==> config.mk <==
export PLATFORM = sky130hd
export DESIGN_NAME = gis_status_bank
export DESIGN_NICKNAME = d
export VERILOG_FILES = /design/src/pkg/gis_pkg.sv /design/src/hw/gis_status_bank.sv
export VERILOG_INCLUDE_DIRS = /design/src /design/src/pkg
export SDC_FILE = /design/constraint.sdc
export NUM_CORES = 1
export LEC_CHECK = 0
export BUFFER_PORTS_ARGS = -buffer_cell sky130_fd_sc_hd__buf_2
export CAP_MARGIN = 20
export CORE_AREA = 2 2 72 74
export CTS_CLUSTER_SIZE = 8
export DETAILED_ROUTE_END_ITERATION = 7
export DIE_AREA = 0 0 74 76
export GPL_ROUTABILITY_DRIVEN = 0
export GPL_TIMING_DRIVEN = 0
export MAX_ROUTING_LAYER = met4
export PLACE_DENSITY_LB_ADDON = 0.08
export SETUP_SLACK_MARGIN = 0.05
export SLEW_MARGIN = 20
export SYNTH_ARGS = -nofsm -noshare
export SYNTH_HDL_FRONTEND = slang
export SYNTH_SLANG_ARGS = --single-unit
==> constraint.sdc <==
create_clock -name sys_clk_i -period 2.96 [get_ports sys_clk_i]
set_input_delay 0.592 -clock sys_clk_i [delete_from_list [all_inputs] [get_ports sys_clk_i]]
set_output_delay 0.592 -clock sys_clk_i [all_outputs]
set_load 0.01 [all_outputs]
==> src/pkg/gis_cfg.svh <==
`ifndef GIS_CFG_SVH
`define GIS_CFG_SVH
// What this block does
// - Service request flag only while controller in charge
// - Bit 6 sets on rising CIC, SRQ, not own
// - Event flags clear cycle after register read
// - Bit 5 shows lockout, never an interrupt
// - Bit 4 shows remote or remote-with-lockout
// - Enter remote on REN with listener addressing
// - Bit 3 sets when active and generate true
// - Bit 3 clears on read or state left
// - Bit 2 sets on any lockout change
// - Bit 1 sets on any remote change
// - Bit 0 sets on address change unless only-modes
// - Watch address bits 1, 2, 7, 0
// - Listen-only bit 6, talk-only bit 7 mask detection
// - Enable bit at same position per flag
`define GIS_BIT_SRQ_IN   6
`define GIS_BIT_LOCK     5
`define GIS_BIT_FAR      4
`define GIS_BIT_CMD_RDY  3
`define GIS_BIT_LOCKC    2
`define GIS_BIT_FARC     1
`define GIS_BIT_ADDR_CHG 0
`define GIS_BIT_DMA_OUT  5
`define GIS_BIT_DMA_IN   4
`define GIS_ADS_PRI_SEC  0
`define GIS_ADS_SPEAKER  1
`define GIS_ADS_LISTENER 2
`define GIS_ADS_CIC    7
`define GIS_ADM_LON    6
`define GIS_ADM_TON    7
`define GIS_EVENT_MASK 8'h4F
`define GIS_ENABLE_RST 8'h00
`define GIS_RD_RST     8'h00
`endif

==> src/pkg/gis_pkg.sv <==
package gis_pkg;
   typedef enum logic [1:0] {
      GIS_LOCS = 2'b00,
      GIS_REMS = 2'b01,
      GIS_RWLS = 2'b10,
      GIS_LWLS = 2'b11
   } gis_rl_state_t;
endpackage : gis_pkg

==> src/hw/gis_status_bank.sv <==
`timescale 1ns/1ps
`include "gis_cfg.svh"
module gis_status_bank (
   input  wire logic       sys_clk_i,
   input  wire logic       reset_n_i,
   input  wire logic       rd_strobe_i,
   input  wire logic       wr_strobe_i,
   input  wire logic [7:0] wr_data_i,
   input  wire logic [7:0] addr_state_register_i,
   input  wire logic [7:0] addr_mode_register_i,
   input  wire logic       srq_i,
   input  wire logic       rqs_i,
   input  wire logic       dav_i,
   input  wire logic       cacs_i,
   input  wire logic       sgns_i,
   input  wire logic       ren_i,
   input  wire logic       llo_i,
   input  wire logic       gtl_i,
   output logic      [7:0] rd_data_o,
   output logic            irq_o,
   output logic            lockout_flag_o,
   output logic            far_control_flag_o,
   output logic      [1:0] rl_state_o
);
   gis_pkg::gis_rl_state_t rl_q;
   gis_pkg::gis_rl_state_t rl_d;
   logic [7:0] enable_q;
   logic [7:0] ev_q;
   logic [7:0] ev_d;
   logic [7:0] rd_data_q;
   logic       irq_q;
   logic       lock_q;
   logic       far_q;
   logic       srq_cond_q;
   logic       co_cond_q;
   logic [3:0] ads_prev_q;
   logic       cic;
   logic       listener_addr;
   logic       srq_cond;
   logic       co_cond;
   logic       lock_now;
   logic       far_now;
   logic [3:0] ads_now;
   logic       only_mode;

   assign cic       = addr_state_register_i[`GIS_ADS_CIC];
   assign listener_addr = addr_state_register_i[`GIS_ADS_LISTENER];
   // Service request from elsewhere only counts while in charge
   assign srq_cond  = cic & srq_i & ~(rqs_i & dav_i);
   assign co_cond   = cacs_i & sgns_i;
   assign ads_now   = {addr_state_register_i[`GIS_ADS_CIC],
                       addr_state_register_i[`GIS_ADS_LISTENER],
                       addr_state_register_i[`GIS_ADS_SPEAKER],
                       addr_state_register_i[`GIS_ADS_PRI_SEC]};
   assign only_mode = addr_mode_register_i[`GIS_ADM_LON]
                    | addr_mode_register_i[`GIS_ADM_TON];

   // Remote/local function, simplified to the four stable states
   always_comb begin
      rl_d = rl_q;
      if (!ren_i) begin
         rl_d = gis_pkg::GIS_LOCS;
      end else begin
         unique case (rl_q)
            gis_pkg::GIS_LOCS: begin
               if (llo_i) begin
                  rl_d = gis_pkg::GIS_LWLS;
               end else if (listener_addr) begin
                  rl_d = gis_pkg::GIS_REMS;
               end
            end
            gis_pkg::GIS_REMS: begin
               if (llo_i) begin
                  rl_d = gis_pkg::GIS_RWLS;
               end else if (gtl_i && listener_addr) begin
                  rl_d = gis_pkg::GIS_LOCS;
               end
            end
            gis_pkg::GIS_RWLS: begin
               if (gtl_i && listener_addr) begin
                  rl_d = gis_pkg::GIS_LWLS;
               end
            end
            gis_pkg::GIS_LWLS: begin
               if (listener_addr && !gtl_i) begin
                  rl_d = gis_pkg::GIS_RWLS;
               end
            end
         endcase
      end
   end

   assign lock_now = (rl_d == gis_pkg::GIS_RWLS) | (rl_d == gis_pkg::GIS_LWLS);
   assign far_now  = (rl_d == gis_pkg::GIS_REMS) | (rl_d == gis_pkg::GIS_RWLS);

   always_ff @(posedge sys_clk_i or negedge reset_n_i) begin
      if (!reset_n_i) begin
         rl_q   <= gis_pkg::GIS_LOCS;
         lock_q <= 1'b0;
         far_q  <= 1'b0;
      end else begin
         rl_q   <= rl_d;
         lock_q <= lock_now;
         far_q  <= far_now;
      end
   end

   always_ff @(posedge sys_clk_i or negedge reset_n_i) begin
      if (!reset_n_i) begin
         srq_cond_q <= 1'b0;
         co_cond_q  <= 1'b0;
         ads_prev_q <= 4'h0;
      end else begin
         srq_cond_q <= srq_cond;
         co_cond_q  <= co_cond;
         ads_prev_q <= ads_now;
      end
   end

   // A new event in the read cycle survives the clear
   always_comb begin
      ev_d = rd_strobe_i ? 8'h00 : ev_q;
      if (srq_cond && !srq_cond_q) begin
         ev_d[`GIS_BIT_SRQ_IN] = 1'b1;
      end
      if (!co_cond) begin
         ev_d[`GIS_BIT_CMD_RDY] = 1'b0;
      end else if (!co_cond_q) begin
         ev_d[`GIS_BIT_CMD_RDY] = 1'b1;
      end
      if (lock_now != lock_q) begin
         ev_d[`GIS_BIT_LOCKC] = 1'b1;
      end
      if (far_now != far_q) begin
         ev_d[`GIS_BIT_FARC] = 1'b1;
      end
      if ((ads_now != ads_prev_q) && !only_mode) begin
         ev_d[`GIS_BIT_ADDR_CHG] = 1'b1;
      end
      ev_d = ev_d & `GIS_EVENT_MASK;
   end

   always_ff @(posedge sys_clk_i or negedge reset_n_i) begin
      if (!reset_n_i) begin
         ev_q <= 8'h00;
      end else begin
         ev_q <= ev_d;
      end
   end

   // DMA bits are stored as written but drive nothing
   always_ff @(posedge sys_clk_i or negedge reset_n_i) begin
      if (!reset_n_i) begin
         enable_q <= `GIS_ENABLE_RST;
      end else if (wr_strobe_i) begin
         enable_q <= wr_data_i;
      end
   end

   always_ff @(posedge sys_clk_i or negedge reset_n_i) begin
      if (!reset_n_i) begin
         rd_data_q <= `GIS_RD_RST;
      end else if (rd_strobe_i) begin
         rd_data_q <= (ev_q & `GIS_EVENT_MASK)
                    | ({7'h00, lock_q} << `GIS_BIT_LOCK)
                    | ({7'h00, far_q} << `GIS_BIT_FAR);
      end
   end

   // Only event bits gate the request; live bits 5 and 4 never do
   always_ff @(posedge sys_clk_i or negedge reset_n_i) begin
      if (!reset_n_i) begin
         irq_q <= 1'b0;
      end else begin
         irq_q <= |(ev_d & enable_q & `GIS_EVENT_MASK);
      end
   end

   assign rd_data_o          = rd_data_q;
   assign irq_o              = irq_q;
   assign lockout_flag_o     = lock_q;
   assign far_control_flag_o = far_q;
   assign rl_state_o         = rl_q;
endmodule : gis_status_bank

* Yosys cells after proc, flatten, opt, wreduce, memory -nomap -nowiden
Cells that the tools add are included.
** Operators by class
- $add $sub $neg :: 0
- Reductions and logical operators :: 9
- Shift operators :: 0
- Muxes and demuxes :: 15
- Divide/modulo/power cells :: 0
- Bitwise operators :: 11
- Multiply operators :: 0
- Equal/unequal tests :: 9
- Magnitude comparators :: 0
** Operator list (count)
- 2-bit two-way mux :: 7
- 2-bit equality test (second input constant) :: 4
- 2-bit case mux with 4 select lines :: 1
- 7-bit bitwise AND :: 1
- 7-bit two-way mux :: 1
- 7-bit by 5-bit bitwise OR with 7-bit output :: 1
- 7-bit by 6-bit bitwise OR with 7-bit output :: 1
- 1-bit two-way mux :: 6
- 5-bit OR reduction :: 1
- 1-bit bitwise AND :: 4
- 2-bit by 1-bit equality test with 1-bit output (second input constant) :: 2
- 1-bit logical AND :: 4
- 4-bit != test :: 1
- 1-bit logical NOT :: 3
- 1-bit bitwise OR :: 3
- 2-bit logical NOT :: 1
- 1-bit != test :: 2
- 1-bit NOT :: 1
** Word-level totals
- Bits in writable memories :: 0
- Bits in latches :: 0
- Memory bits (read-only) :: 0
- Input bits :: 36
- Register bits after elaboration :: 31
- Logic and storage cells :: 54
- Memories :: 0

* Depth between registers and ports, before layout
Gate-level depths: netlist of run 1.
- Depth in word-level cells :: 11
- Gate-level depth with buffers :: 9
- Mapped depth without buffers :: 9

* Worst setup path before layout of run 1
OpenSTA, ideal clock, no wires.
- Path kind :: input port to flip-flop
- Start point :: input port gtl_i
- End point :: register irq_q (netlist: irq_o)
- Data arrival time :: 2.281 ns
- Data required time :: 2.822 ns
- Slack :: 0.540 ns
- Stages on the path :: 9
- Path buffers :: 0
- Library setup time :: 0.138 ns
- Cell sequence :: a21oi_1 > nor3b_1 > a21oi_1 > o311ai_0 > ha_1 > xnor2_1 > a21o_1 > a32o_1 > or4b_1
** Between the ends
- Longest elaborated chain between the ends :: 11
- Elaborated cells on any way between the ends :: 20
- Those cells by class :: eq/ne: 5; mux: 8; bitwise: 3; reduce/logical: 4
** RTL lines
- from (decl) :: line gis_status_bank.sv:18 : input wire logic gtl_i,
- 1-bit logical AND / 1-bit logical NOT (equally long branches) :: line gis_status_bank.sv:75, gis_status_bank.sv:80, gis_status_bank.sv:85
- 2-bit two-way mux / 1-bit logical AND (equally long branches) :: line gis_status_bank.sv:75, gis_status_bank.sv:85
- 2-bit two-way mux, on equally long branches :: line gis_status_bank.sv:73, gis_status_bank.sv:85
- 2-bit case mux with 4 select lines * :: line gis_status_bank.sv:64 : unique case (rl_q)
- 2-bit two-way mux * :: line gis_status_bank.sv:61 : if (!ren_i) begin
- 2-bit by 1-bit equality test with 1-bit output / 2-bit equality test (equally long branches) :: line gis_status_bank.sv:94 : assign far_now = (rl_d == gis_pkg::GIS_REMS) | (rl_d == gis_pkg::GIS_RWLS);
- 1-bit bitwise OR * :: line gis_status_bank.sv:94
- 1-bit != test * :: line gis_status_bank.sv:134 : if (far_now != far_q) begin
- 1-bit two-way mux * :: line gis_status_bank.sv:134
- via ev_d[1] :: line gis_status_bank.sv:29 : logic [7:0] ev_d;
- 7-bit bitwise AND * :: line gis_status_bank.sv:175 : irq_q <= |(ev_d & enable_q & `GIS_EVENT_MASK);
- 5-bit OR reduction * :: line gis_status_bank.sv:175
- to (signal assigned) :: line gis_status_bank.sv:175
- to (decl) :: line gis_status_bank.sv:31 : logic irq_q;
Mark *: on every way through the listed nets, which the timed path passes. The rest lies on a longest branch.
A chain may end at the register's enable or synchronous reset.

* Worst setup path after layout of run 1
- Start point :: input port addr_state_register_i[2]
- End point :: register irq_q (netlist: irq_o)
** Between the ends
- Longest elaborated chain between the ends :: 11
- Elaborated cells on any way between the ends :: 24
- Those cells by class :: eq/ne: 6; mux: 11; bitwise: 3; reduce/logical: 4
** RTL lines
- from (decl) :: line gis_status_bank.sv:9 : input wire logic [7:0] addr_state_register_i,
- 1-bit logical AND :: line gis_status_bank.sv:75, gis_status_bank.sv:80
- 2-bit two-way mux :: line gis_status_bank.sv:75 : end else if (gtl_i && listener_addr) begin
- 2-bit two-way mux :: line gis_status_bank.sv:73 : if (llo_i) begin
- 2-bit case mux with 4 select lines * :: line gis_status_bank.sv:64
- 2-bit two-way mux * :: line gis_status_bank.sv:61
- 2-bit by 1-bit equality test with 1-bit output / 2-bit equality test (equally long branches) :: line gis_status_bank.sv:94
- 1-bit bitwise OR * :: line gis_status_bank.sv:94
- 1-bit != test * :: line gis_status_bank.sv:134
- 1-bit two-way mux * :: line gis_status_bank.sv:134
- via ev_d[1] :: line gis_status_bank.sv:29
- 7-bit bitwise AND * :: line gis_status_bank.sv:175
- 5-bit OR reduction * :: line gis_status_bank.sv:175
Marked as above.

==> results of run 1 <==
==> power by group through the flow <==
stage / Clock, mW / Combinational (mW) / Sequential [mW]
finish: 0.239 / 0.155 / 0.462
global route: 0.267 / 0.173 / 0.469
CTS: 0.250 / 0.160 / 0.463
detailed placement: 0 / 0.159 / 0.471
global placement: 0 / 0.156 / 0.470
floorplan: 0 / 0.0742 / 0.478
==> cell usage after synthesis (2+ instances only) <==
| master | instances |
|---|---|
| dfrtp_1 | 28 |
| o21ai_0 | 3 |
| and2_1 | 2 |
| xor2_1 | 5 |
| nor2_1 | 3 |
| ha_1 | 2 |
| nand2_1 | 2 |
| a21oi_1 | 3 |
| mux2_2 | 11 |
| inv_1 | 8 |
==> flip-flops by register name, summed over array words and instances (netlist names) <==
signal,flops
rd_data_o,7
enable_q,5
ev_q,5
ads_prev_q,4
rl_state_o,2
co_cond_q,1
far_control_flag_o,1
irq_o,1
lockout_flag_o,1
srq_cond_q,1
==> logic make-up after synthesis <==
logic type,count (synthesis),synth area share
adder cells (fa/ha/maj),2,0.02202
multiplexers,12,0.1178
other,1,0.003301
AND/OR/NAND/NOR,11,0.06168
XOR/XNOR,6,0.04626
AO/OA/AOI/OAI,15,0.09472
flip-flops,28,0.6167
buffers and inverters,10,0.03744
==> per-stage QoR <==
stage          instances  hold slack [ns]  cell area (sq um)  worst slack [ns]  utilization
2_1_floorplan         85           0.2964               1136            0.5404            -
3_3_place_gp         189           0.4848               1394            0.2696       0.2837
3_5_place_dp         189           0.4954               1394            0.2240       0.2837
4_1_cts              193           0.3523               1449            0.5267       0.2950
5_1_grt              193           0.3787               1449            0.4263       0.2950
6_report             193           0.3235               1449            0.5432       0.2950
==> layer usage <==
layer | up-vias | routed length (um) | global-route usage
met5 | - | 0 | -
met2 | 20 | 1062 | 0.1241
li1 | 369 | - | -
met1 | 386 | 1109 | 0.1226
met4 | 0 | 35 | 0.04909
met3 | 2 | 115 | 0.01587
==> path summary, 6_finish.rpt <==
check,startpoint,endpoint,slack (ns),depth (start not counted)
worst max-delay path,addr_state_register_i[2],irq_o,0.54,10
worst min-delay path,reset_n_i,ads_prev_q[1],0.32,1
worst max register to register,rl_state_o[0],irq_o,0.62,8
worst min register to register,rd_data_o[2],rd_data_o[2],0.52,1
max in group asynchronous,reset_n_i,rd_data_o[2],2.23,1
min in group sys_clk_i,addr_state_register_i[1],ads_prev_q[1],0.44,1
==> critical path, delay by kind of cell <==
kind | cells | cell delay (ns)
fa+ha+maj | 1 | 0.35
compound gates | 5 | 0.83
buf+inv | 1 | 0.14
simple gates | 2 | 0.52
xor+xnor | 1 | 0.14
==> final cells by class <==
class / instances / area, sq um
flip-flops and latches: 28 / 700.7
clock buffers: 4 / 55.05
plain buffers: 2 / 12.51
fillers: 527 / 3463
well taps: 70 / 87.58
inverters: 8 / 30.03
multi-input cells: 47 / 392.9
repair buffers: 34 / 170.2
==> impl_metrics.tcl, run 1 <==
set metrics [dict create \
    ant_nets 0 \
    critical_path_arrival_ns 2.57 \
    cts_max_level 1 \
    num_io_pins 49 \
    final_cell_mix "buf_2, dfrtp_1, mux2_2" \
    vias 777 \
    swShare 0.2630 \
    dr.pass1.iters 4 \
    status "finished clean" \
    hold_violations 0 \
    finalCriticalPeriod_ns 2.417 \
    skew_ns 0.002316 \
    setup_tns_ns 0 \
    p_leak_nw 0.7000 \
    ys_seq_area_frac 0.6167 \
    vdd_drop_max_v 0.0001933 \
    synthCells 85 \
    slew-limit-headroom 0.5800 \
    rsz0062_at_grt "false" \
    ys.flop_type "dfrtp_1" \
    synth_edf_count 0 \
    cts_tree "yes" \
    fmax_mhz 413.8 \
    drive_gt1_frac 0.4228 \
    clk_latency_ns 0.27 \
    overflow 0 \
    coreArea_sq_mm 0.004912 \
    final_common_cell "buf_2" \
    slew_violations 0 \
    cts.root.buffer_cell "clkbuf_8" \
    cts.sinks 28 \
    cp_max_fo 6 \
    drc 0 \
    seq_power_share 0.540 \
    antenna_found_initial 0 \
    powerDensity_mw_per_mm2 590.7 \
    path_cells "buf_2 > a21oi_1 > nor3b_1 > a21oi_1 > o311ai_0 > ha_1 > xnor2_1 > a21o_1 > a32o_1 > or4b_1" \
    postCtsSetupBuffers 0 \
    postSynthAreaPerCell_sq_um 13.37 \
    first_global_vias 798 \
    async_flop_share 1.000 \
    wl_per_cell_um 12.04 \
    start_kind "input pin" \
    num_antenna_cells 0 \
    grt_max_degree 29 \
    yosysUniqueCellTypes 28 \
    crit_path_end_kind "register" \
    intPower_uw 630.8 \
    die_w_um 74 \
    worstMarginPinSlew_ns 0.6300 \
    yosysWarnings 0 \
    worst_ep_required_time_ns 3.11 \
    synth_nets 123 \
    crit_top_cell "a21oi_1" \
    synth_area_leaders "dfrtp_1, mux2_2, xor2_1" \
    grt_first_pass_wirelength_um 3753 \
    setup_violations 0 \
    synth_seq_cells 28 \
    cts_resized 0 \
    io_buffers 34 \
    power_uw 855.9 \
    fin_crit_sh 0.8165 \
    pwr-share-clk 0.279 \
    power.switching_uw 225.1 \
    routed_wl_um 2323 \
    worst_hold_path_type "in2async" \
    ctsHoldBuffers 0 \
    fp.dieH_um 76 \
    start_util 0.2313 \
    synth_top_area_frac 0.6167 \
    grt_use_total 0.08958 \
    drt_iter0_markers 38 \
    pwr-share-comb 0.181 \
    synth_top_area_cell "dfrtp_1" \
    area_growth_pct 27.53 \
    crit_type "in2reg" \
    avgViaCountPerCell 4.026 \
    fp-row-count 26 \
    clkTransAtPathRegs_ns 0.10 \
    hpwlAfterDp_um 1752 \
    clock_path_buffers 2 \
    crit_slowest_cell "or4b_1" \
    cpPeakStageDelay_ns 0.46 \
    syn_area_sq_mm 0.001136 \
    fp.dieArea_sq_mm 0.005624 \
    cts_made_buffers 3 \
    drv_cap 0 \
    nets 162 \
]
(Power assumes the default switching activity.)
==> run 2: changes to the inputs <==
Clock period 2.96 ns to 2.35 ns, I/O delays scaled along.
==> run 2 against run 1 <==
Clock skew barely moved. Wire length increased by 3.7%. Critical path depth is 2 lower. Clock-buffer cell count stayed put. Total power is 28% higher. Worst hold slack lost 0.12 ns. Cell count up 1.6%. Sequential share of layout area is 1.3 points lower. First-iteration DRC count down 11%. Global-route usage about the same. Via count grew 1.3%. Worst setup slack lost 0.50 ns. Critical path type is now reg2reg. Largest cell class unchanged.
==> impl_metrics.tcl, run 2 (synthesis gave the netlist of run 1 again) <==
set metrics [dict create \
    utilization 0.3034 \
    dr.pass1.iters 4 \
    ctsHoldBuffers 0 \
    final_cell_mix "buf_2, dfrtp_1, mux2_2" \
    avgViaCountPerCell 4.015 \
    crit_path_end_kind "register" \
    cts_max_level 1 \
    swShare 0.2644 \
    fp.dieH_um 76 \
    drive_gt1_frac 0.4683 \
    overflow 0 \
    io_buffers 34 \
    final_common_cell "buf_2" \
    largest_reg_flops 7 \
    first_global_vias 802 \
    crit_slowest_cell "or4b_1" \
    worstReg2RegEnd "irq_o" \
    hold_violations 0 \
    status "finished clean" \
    ff2ff_path_depth 8 \
    vias 787 \
    clkTransAtPathRegs_ns 0.10 \
    routed_wl_um 2409 \
    grt_use_total 0.08985 \
    fmax_mhz 434.0 \
    rrSetupSlack_ns 0.05 \
    die_w_um 74 \
    r2r_start "rl_state_o[0]" \
    dp.cells 189 \
    seq_power_share 0.531 \
    cp_max_fo 4 \
    crit_type "reg2reg" \
    clk_latency_ns 0.27 \
    clock_path_buffers 2 \
    grt_max_degree 29 \
    grt_first_pass_wirelength_um 3767 \
    slew-limit-headroom 0.5776 \
    powerDensity_mw_per_mm2 736.7 \
    critPathTopFamily "compound AO/OA/AOI/OAI gates" \
    worst_ep_required_time_ns 2.50 \
    ant_nets 0 \
    cts_tree "yes" \
    place_ws_ns -0.2640 \
    start_util 0.2313 \
    drv_cap 0 \
    worstMarginPinSlew_ns 0.6336 \
    wl_per_cell_um 12.29 \
    nets 165 \
    cpPeakStageDelay_ns 0.46 \
    fp-row-count 26 \
    start_kind "register" \
    slew_violations 0 \
    num_antenna_cells 0 \
    setup_violations 0 \
    rsz0062_at_grt "true" \
    finalCriticalPeriod_ns 2.304 \
    fin_crit_sh 0.9804 \
    antenna_found_initial 0 \
    critical_path_arrival_ns 2.46 \
    fin_ws_ns 0.04606 \
    fp.dieArea_sq_mm 0.005624 \
    cts.sinks 28 \
    setup.worst_path.start "rl_state_o[0]" \
    worst_hold_path_type "in2async" \
    skew_ns 0.002571 \
    path_cells "nor3b_2 > a21oi_2 > o311ai_1 > ha_1 > xnor2_2 > a21o_1 > a32o_1 > or4b_1" \
    p_leak_nw 0.7239 \
    intPower_uw 807.6 \
    cts.root.buffer_cell "clkbuf_8" \
    vdd_drop_max_v 0.0002507 \
    layout.cells.non_filler 196 \
    hpwlAfterDp_um 1752 \
    pwr-share-clk 0.274 \
    pwr-share-comb 0.195 \
    coreArea_sq_mm 0.004912 \
    cts_made_buffers 3 \
    num_io_pins 49 \
    power.switching_uw 290.3 \
    cp_num_buf_inv 0 \
    drc 0 \
    area_growth_pct 31.17 \
    drt_iter0_markers 34 \
]
## run 2: cell count changes in the layout (fill, tap and decap cells not counted), sizes merged
cell | previous run | this run
buf | 36 | 39
## run 2: repair_timing
item / CTS / global route
setup endpoints to repair: 1 / 1
hold endpoints to repair: 0 / 0
resized for setup: 1 / 4
setup buffers: 1 / 2
pin swaps: 1 / 3
## run 2: metal layers
metal / track usage / share of wire / wire length, um / vias up
li1: - / - / - / 375
met1: 0.1226 / 0.47 / 1131 / 390
met2: 0.1250 / 0.47 / 1126 / 20
met3: 0.01587 / 0.048 / 115 / 2
met4: 0.04909 / 0.015 / 35 / 0
met5: - / 0 / 0 / -
## run 2: worst max-delay path by stage
stage	cells after the start	slack (ns)	to
floorplan	9	0.05	irq_o
global placement	10	-0.22	irq_o
detailed placement	10	-0.26	irq_o
CTS	8	0.07	irq_o
global route	8	-0.03	irq_o
finish	8	0.05	irq_o
## run 2: cell type report
class,instances,area (sq um)
multi-input cells,47,411.6
repair buffers,37,192.7
flip-flops and latches,28,700.7
fillers,528,3422
inverters,8,30.03
clock buffers,4,55.05
well taps,70,87.58
plain buffers,2,12.51
## run 2: through the flow
step	total power, mW	setup TNS (ns)	cell area, sq um	hold slack, ns
final	1.098	0	1490	0.2029
after global routing	1.166	-0.03416	1490	0.2567
after CTS	1.103	0	1456	0.2303
after detailed placement	0.7935	-0.2640	1394	0.4954
after global placement	0.7892	-0.2184	1394	0.4848
after floorplan	0.6959	0	1136	0.1744
## run 2: power groups by stage
stage | logic, mW | clock network (mW) | registers [mW]
floorplan | 0.0935 | 0 | 0.602
global placement | 0.197 | 0 | 0.592
detailed placement | 0.200 | 0 | 0.593
CTS | 0.205 | 0.315 | 0.583
global route | 0.236 | 0.337 | 0.593
finish | 0.214 | 0.301 | 0.583
